$ cat src/dpw_pkg.sv
// Package with timing constants and command codes for the SRAM port host.
`default_nettype none
package dpw_pkg;
  localparam int unsigned CLK_PERIOD_NS = 20;
  // Write cycle time and strobe width in ns.
  localparam int unsigned WRITE_CYCLE_NS = 15;
  localparam int unsigned WRITE_PULSE_NS = 12;
  localparam int unsigned WRITE_ZOFF_NS = 8;
  localparam int unsigned DATA_SETUP_NS = 10;
  localparam int unsigned FLAG_WR_TO_RD_NS = 5;
  // Least times rounded up to whole cycles, at least one.
  function automatic int unsigned dpw_cyc(input int unsigned ns);
    int unsigned c;
    c = (ns + CLK_PERIOD_NS - 1) / CLK_PERIOD_NS;
    return (c < 1) ? 1 : c;
  endfunction
  localparam int unsigned WRITE_CYCLE_CYC = dpw_cyc(WRITE_CYCLE_NS);
  localparam int unsigned WRITE_PULSE_CYC = dpw_cyc(WRITE_PULSE_NS);
  localparam int unsigned WRITE_LONG_CYC =
    dpw_cyc(WRITE_ZOFF_NS + DATA_SETUP_NS);
  localparam int unsigned FLAG_GAP_CYC = dpw_cyc(FLAG_WR_TO_RD_NS);
  // Command codes of the user port.
  typedef enum logic [1:0] {
    DPW_CMD_WRITE,
    DPW_CMD_FLAG_WRITE,
    DPW_CMD_FLAG_READ
  } dpw_cmd_t;
  localparam logic [3:0] CNT_ONE = 4'h1;
endpackage : dpw_pkg
`default_nettype wire

$ cat src/dpw_host.sv
// Host controller driving the write side of one dual-port SRAM port.
`timescale 1ns/10ps
`default_nettype none
module dpw_host #(
  parameter int unsigned ADDR_W = 19,
  parameter int unsigned DATA_W = 18
) (
  input  wire logic              core_clk,
  input  wire logic              rst_b,
  input  wire logic              req_valid,
  output logic                   req_ready,
  input  wire dpw_pkg::dpw_cmd_t req_cmd,
  input  wire logic [ADDR_W-1:0] req_addr,
  input  wire logic [DATA_W-1:0] req_data,
  input  wire logic [1:0]        req_lanes_n,
  input  wire logic              req_last,
  output logic                   rsp_valid,
  output logic                   rsp_flag,
  output logic [ADDR_W-1:0]      sram_addr,
  output logic [DATA_W-1:0]      sram_dq_out,
  output logic                   sram_dq_oe_n,
  input  wire logic [DATA_W-1:0] sram_dq_in,
  output logic                   chip_select_low_active,
  output logic                   chip_select_high_active,
  output logic                   flag_select_n,
  output logic                   write_strobe_n,
  output logic                   output_enable_n,
  output logic                   upper_byte_enable_n,
  output logic                   lower_byte_enable_n
);
  typedef enum logic [2:0] {
    DPW_IDLE, DPW_WR, DPW_WR_END, DPW_FWR, DPW_GAP, DPW_FRD
  } dpw_state_t;

  dpw_state_t state_q;
  logic [3:0] cnt_q;
  logic       paced_q;
  logic [1:0] rd_sync_q;
  logic       flag_meta_q;
  logic       flag_sync_q;

  localparam logic [3:0] CNT_ONE_L = dpw_pkg::CNT_ONE;

  // Requests are taken only between phases where pins may change safely.
  assign req_ready = (state_q == DPW_IDLE) ||
                     (state_q == DPW_WR && cnt_q == CNT_ONE_L && paced_q);

  function automatic logic [3:0] dpw_len(input int unsigned c);
    return c[3:0];
  endfunction

  wire take = req_valid && req_ready;

  // Sequencer for array writes, paced writes and flag cycles.
  always_ff @(posedge core_clk or negedge rst_b) begin
    if (!rst_b) begin
      state_q <= DPW_IDLE;
      cnt_q   <= 4'h0;
      paced_q <= 1'b0;
    end else begin
      if (cnt_q > CNT_ONE_L) begin
        cnt_q <= cnt_q - CNT_ONE_L;
      end
      unique case (state_q)
        DPW_IDLE: begin
          if (take) begin
            paced_q <= !req_last;
            unique case (req_cmd)
              dpw_pkg::DPW_CMD_WRITE: begin
                state_q <= DPW_WR;
                cnt_q <= dpw_len(dpw_pkg::WRITE_CYCLE_CYC);
              end
              dpw_pkg::DPW_CMD_FLAG_WRITE: begin
                state_q <= DPW_FWR;
                cnt_q <= dpw_len(dpw_pkg::WRITE_PULSE_CYC);
              end
              default: begin
                state_q <= DPW_FRD;
                cnt_q <= dpw_len(dpw_pkg::WRITE_CYCLE_CYC);
              end
            endcase
          end
        end
        DPW_WR: begin
          if (cnt_q == CNT_ONE_L) begin
            if (take && req_cmd == dpw_pkg::DPW_CMD_WRITE) begin
              // Address change closes this write, strobe stays low.
              cnt_q   <= dpw_len(dpw_pkg::WRITE_CYCLE_CYC);
              paced_q <= !req_last;
            end else if (!paced_q) begin
              state_q <= DPW_WR_END; // Strobe rises first, address held.
            end
          end
        end
        DPW_WR_END: state_q <= DPW_IDLE;
        DPW_FWR: if (cnt_q == CNT_ONE_L) begin
          state_q <= DPW_GAP;
          cnt_q <= dpw_len(dpw_pkg::FLAG_GAP_CYC);
        end
        DPW_GAP: if (cnt_q == CNT_ONE_L) state_q <= DPW_IDLE;
        DPW_FRD: if (cnt_q == CNT_ONE_L) state_q <= DPW_IDLE;
        default: state_q <= DPW_IDLE;
      endcase
    end
  end

  // Address, data and lanes are registered so all bits move at one edge.
  always_ff @(posedge core_clk or negedge rst_b) begin
    if (!rst_b) begin
      sram_addr           <= '0;
      sram_dq_out         <= '0;
      upper_byte_enable_n <= 1'b1;
      lower_byte_enable_n <= 1'b1;
    end else if (take) begin
      sram_addr           <= req_addr;
      sram_dq_out         <= req_data;
      upper_byte_enable_n <= req_lanes_n[1];
      lower_byte_enable_n <= req_lanes_n[0];
    end
  end

  wire array_wr = (state_q == DPW_WR);
  wire flag_cyc = (state_q == DPW_FWR) || (state_q == DPW_FRD);

  // Selects are decoded from state and the request being taken; array and flag never overlap.
  // Output enable is kept off during writes, so no stretch is needed.
  always_ff @(posedge core_clk or negedge rst_b) begin
    if (!rst_b) begin
      chip_select_low_active  <= 1'b1;
      chip_select_high_active <= 1'b0;
      flag_select_n           <= 1'b1;
      write_strobe_n          <= 1'b1;
      output_enable_n         <= 1'b1;
      sram_dq_oe_n            <= 1'b1;
    end else begin
      chip_select_low_active  <= !(array_wr || (take && state_q == DPW_IDLE
        && req_cmd == dpw_pkg::DPW_CMD_WRITE)) || flag_cyc;
      chip_select_high_active <= 1'b0;
      flag_select_n           <= 1'b1;
      write_strobe_n          <= 1'b1;
      output_enable_n         <= 1'b1;
      sram_dq_oe_n            <= 1'b1;
      if ((take && req_cmd == dpw_pkg::DPW_CMD_WRITE) ||
          (array_wr && !(cnt_q == CNT_ONE_L && !paced_q && !take))) begin
        chip_select_high_active <= 1'b1;
        write_strobe_n          <= 1'b0;
        sram_dq_oe_n            <= 1'b0;
      end
      if ((take && state_q == DPW_IDLE &&
           req_cmd == dpw_pkg::DPW_CMD_FLAG_WRITE) ||
          (state_q == DPW_FWR && cnt_q != CNT_ONE_L)) begin
        flag_select_n  <= 1'b0; // Strobe and select fall together.
        write_strobe_n <= 1'b0;
        sram_dq_oe_n   <= 1'b0;
      end
      if ((take && state_q == DPW_IDLE &&
           req_cmd == dpw_pkg::DPW_CMD_FLAG_READ) ||
          (state_q == DPW_FRD && cnt_q != CNT_ONE_L)) begin
        flag_select_n   <= 1'b0;
        output_enable_n <= 1'b0; // Our driver stays off here.
      end
    end
  end

  // Read data is a pin input, synchronised before use.
  always_ff @(posedge core_clk or negedge rst_b) begin
    if (!rst_b) begin
      flag_meta_q <= 1'b1;
      flag_sync_q <= 1'b1;
    end else begin
      flag_meta_q <= sram_dq_in[0];
      flag_sync_q <= flag_meta_q;
    end
  end

  // Response waits two edges so the synchronised flag is settled.
  always_ff @(posedge core_clk or negedge rst_b) begin
    if (!rst_b) begin
      rd_sync_q <= 2'b00;
      rsp_valid <= 1'b0;
      rsp_flag  <= 1'b1;
    end else begin
      rd_sync_q <= {rd_sync_q[0], state_q == DPW_FRD && cnt_q == CNT_ONE_L};
      rsp_valid <= rd_sync_q[1];
      if (rd_sync_q[1]) begin
        rsp_flag <= flag_sync_q; // A lost contention simply reads one.
      end
    end
  end
endmodule : dpw_host
`default_nettype wire

$ cat config.mk
export PLATFORM = sky130hd
export DESIGN_NAME = dpw_host
export DESIGN_NICKNAME = d
export VERILOG_FILES = /design/src/dpw_pkg.sv /design/src/dpw_host.sv
export SDC_FILE = /design/constraint.sdc
export NUM_CORES = 1
export LEC_CHECK = 0
export BUFFER_PORTS_ARGS = -buffer_cell sky130_fd_sc_hd__buf_2
export CORE_ASPECT_RATIO = 0.7
export CORE_UTILIZATION = 44
export CTS_BUF_LIST = sky130_fd_sc_hd__clkbuf_2 sky130_fd_sc_hd__clkbuf_4 sky130_fd_sc_hd__clkbuf_8
export CTS_CLUSTER_SIZE = 10
export DETAILED_ROUTE_END_ITERATION = 6
export PLACE_DENSITY = 0.79
export SYNTH_ARGS = -nofsm -noshare
export SYNTH_HDL_FRONTEND = slang
export SYNTH_SLANG_ARGS = --single-unit
$ cat constraint.sdc
create_clock -name core_clk -period 2.1 [get_ports core_clk]
set_input_delay 0 -clock core_clk [delete_from_list [all_inputs] [get_ports core_clk]]
set_output_delay 0 -clock core_clk [all_outputs]
set_load 0.01 [all_outputs]
==> metrics <==
status=finished clean; routed via count=1990; total grt overflow=0; total power per unit cell area=1447 mW/mm2; Synth Instances=177; worst slack, placed=-2.187 ps; antenna fix cells=0; Initial DRC Count=72; crit-path cells=inv_2, ha_4, nand4bb_4, a2111oi_4, buf_4, clkbuf_16, mux2_2; Starting Density=0.4633; final wirelength=6384 um; area grow syn2layout=53.02%; Synth Warn #=0; Ports=111; Slew Limit Fails=0; Bufs on Longest Clock Path=2; Max-Cap Viols=0; initial antenna violation count=0; Max FO, Critical Path=9; cell taking the most area after synthesis=dfrtp_1; Clock Power Share=0.177; Crit. End Element=flop; Period Utilization, post-route=0.9714; drt via density=4.914; post-synthesis sequential area ratio=0.5943; CTS tree=done; FP Rows=22; crit start category=flop; Total GRT Usage=0.2186; Syn Area/Cell=13.90 um2; nets=393; # placed instances=341; worst endpoint required time=2310 ps; total power=5.450 mW; Critical Path AT=2250 ps; final worst slack=60.00 ps; Die W=91.39 um; Crit-path slowest cell=dfrtp_1; wire per inst=15.76 um; Comb power frac=0.451; largest net degree at the start of global routing=24; NetSw=1.900 mW; filler instances=350; EDFF count, synth=0; Rel. slew slack=0.6733; proportion of layout cells with a drive suffix above 1=0.5195; clk sinks=58; H-tree depth=3; Clk pin slew, worst setup/hold paths=60 ps; post-DP HPWL=3729 um; Root Buffer=clkbuf_8; Sequential Power Share=0.372; number of buffers created by CTS=9; Net Sw Frac=0.3486; Least-Margin Pin Slew=483.7 ps; TNS Setup=0 ps; # DRC=0; Non-Filler Instances=405; Die Footprint=0.005902 mm2; dpl cell area=0.003040 mm2; multi-input logic area=935.9 um2; Layout Skew=8.358 ps; IO Port Bufs=93; post-synthesis cell type count=42; worst skew pair latency=330 ps; CORE AREA=0.005313 mm2; worst min-delay path category=input pin to flop; post-route cell area=0.003766 mm2; Final Hold Violating Endpoints=0; Synth Register Bits=58; GPL Wtd Cong=0.8126; Async S/R FF share, synth=1.000; worst vdd ir=0.0006394 V; total area of sequential cells=0.001463 mm2; Leak=1.744 nW; Synth Cell Area=0.002461 mm2; die height=64.58 um; first-pass GRT wire length=9549 um; Critical Path Max Stage Delay=420 ps; syn_nets=242; Synth Flop Type=dfrtp_1; First-pass DRT Iterations=4; Setup violations, final=0; Routed Antenna Nets=0; CP Class=flop to flop; Tmin final=2040 ps; vias in the first global route=1885; max frequency=0.4902 GHz; Area contributors post-synth=dfrtp_1, mux2_2, dfstp_2; Yosys top cell area share=0.4982; Int Power=3.550 mW
## flip-flops by register name (all words and copies together), names as in the netlist, 2 cells and up
name	flops
cnt_q	4
rd_sync_q	2
state_q	3
sram_dq_out	18
sram_addr	19
## stage by stage
step | util | hold WS [ps]
finish | 0.7089 | 53.31
global route | 0.7089 | 36.87
floorplan | - | -295.6
global placement | 0.5723 | -44.95
detailed placement | 0.5723 | -36.73
CTS | 0.6969 | 27.31
## layout by cell type (no fill, tap or decap), types with 2 or more instances in the layout
cell and n:
nand2b_1 2, buf_2 93, a31oi_1 2, buf_4 11
clkbuf_16 2, mux2i_1 2, a2bb2oi_1 3, clkbuf_8 9
nor2_1 6, o21ai_0 5, nor2b_1 7, nor3b_1 3
buf_6 3, mux2_2 30, a21oi_1 3, clkinv_2 4
dfstp_2 9, nand2_1 2, dfrtp_1 49, dlygate4sd3_1 42
inv_1 3, nor3_1 3, o31ai_1 2, mux2_1 10
## cell usage after synthesis, types with 2 or more instances
| library cell | number |
|---|---|
| dfrtp_1 | 49 |
| inv_1 | 4 |
| nor3b_1 | 3 |
| nand2b_1 | 2 |
| mux2_1 | 10 |
| o31ai_1 | 2 |
| nor2_1 | 6 |
| mux2i_1 | 2 |
| a21oi_1 | 3 |
| dfstp_2 | 9 |
| buf_4 | 3 |
| nand2_1 | 2 |
| nor3_1 | 3 |
| clkbuf_1 | 7 |
| buf_6 | 2 |
| ha_1 | 2 |
| a2bb2oi_1 | 3 |
| mux2_2 | 30 |
| nor2b_1 | 7 |
| a31oi_1 | 2 |
| o21ai_0 | 5 |
## area by class of cell
| cell class | instances | share of cell area |
|---|---|---|
| clock buffers | 10 | 0.03488 |
| clock inverters | 6 | 0.01561 |
| inverters | 4 | 0.003987 |
| multi-input cells | 103 | 0.2485 |
| flip-flops and latches | 58 | 0.3884 |
| well taps | 72 | 0.02392 |
| repair buffers | 152 | 0.2847 |
## final timing paths
check | start | end | slack [ps] | cells after the start
setup / recovery | cnt_q[1] | sram_addr[15] | 60 | 7
hold / removal | req_last | paced_q | 50 | 3
setup reg to reg | cnt_q[1] | sram_addr[15] | 60 | 7
hold reg to reg | rd_sync_q[0] | rd_sync_q[1] | 340 | 0
max in group asynchronous | rst_b | lower_byte_enable_n | 1260 | 3
min in group asynchronous | rst_b | sram_addr[4] | 150 | 2
## routing by layer
metal,GRT usage,routed length [um],part of all wire,vias to the layer above
li1,-,-,-,947
met1,0.2902,2873,0.45,949
met2,0.3440,3074,0.48,88
met3,0.06338,372,0.058,6
met4,0.07738,64,0.010,0
met5,0,0,0,-
## critical path, delay by kind of cell (launching register included)
family                   cells  cell delay [ps]
adder cells (fa/ha/maj)      1              140
AO/OA/AOI/OAI                1              410
AND/OR/NAND/NOR              1              140
multiplexers                 1              340
flip-flops                   1              420
buffers and inverters        3              460
## power by group through the flow
stage | Sequential [mW] | Combinational, mW | Clock (mW)
floorplan | 2.16 | 1.23 | 0
global placement | 1.97 | 2.15 | 0
detailed placement | 2.01 | 2.20 | 0
CTS | 2.00 | 2.35 | 0.991
global route | 2.09 | 2.66 | 1.05
finish | 2.03 | 2.46 | 0.965
## logic make-up (layout without fill, tap and decap cells)
| family | after synthesis | count (layout) | share of synthesized area |
|---|---|---|---|
| muxes | 42 | 42 | 0.1912 |
| adders and majority gates | 2 | 2 | 0.01017 |
| and+or+nand+nor | 33 | 33 | 0.08490 |
| buffers and inverters | 16 | 172 | 0.03508 |
| DFF | 58 | 58 | 0.5943 |
| AOI/OAI and AO/OA | 25 | 25 | 0.08084 |
| xor gates and xnor gates | 1 | 1 | 0.003559 |
## what timing repair did
action | in CTS | in global routing
pin swaps | 1 | 1
setup buffers | 1 | 1
gates cloned | 1 | 3
hold buffers | 42 | 0
endpoints found under the setup margin | 34 | 35
gates resized for setup | 1 | 5
endpoints found under the hold margin | 58 | 0
(Power assumes the default switching activity.)
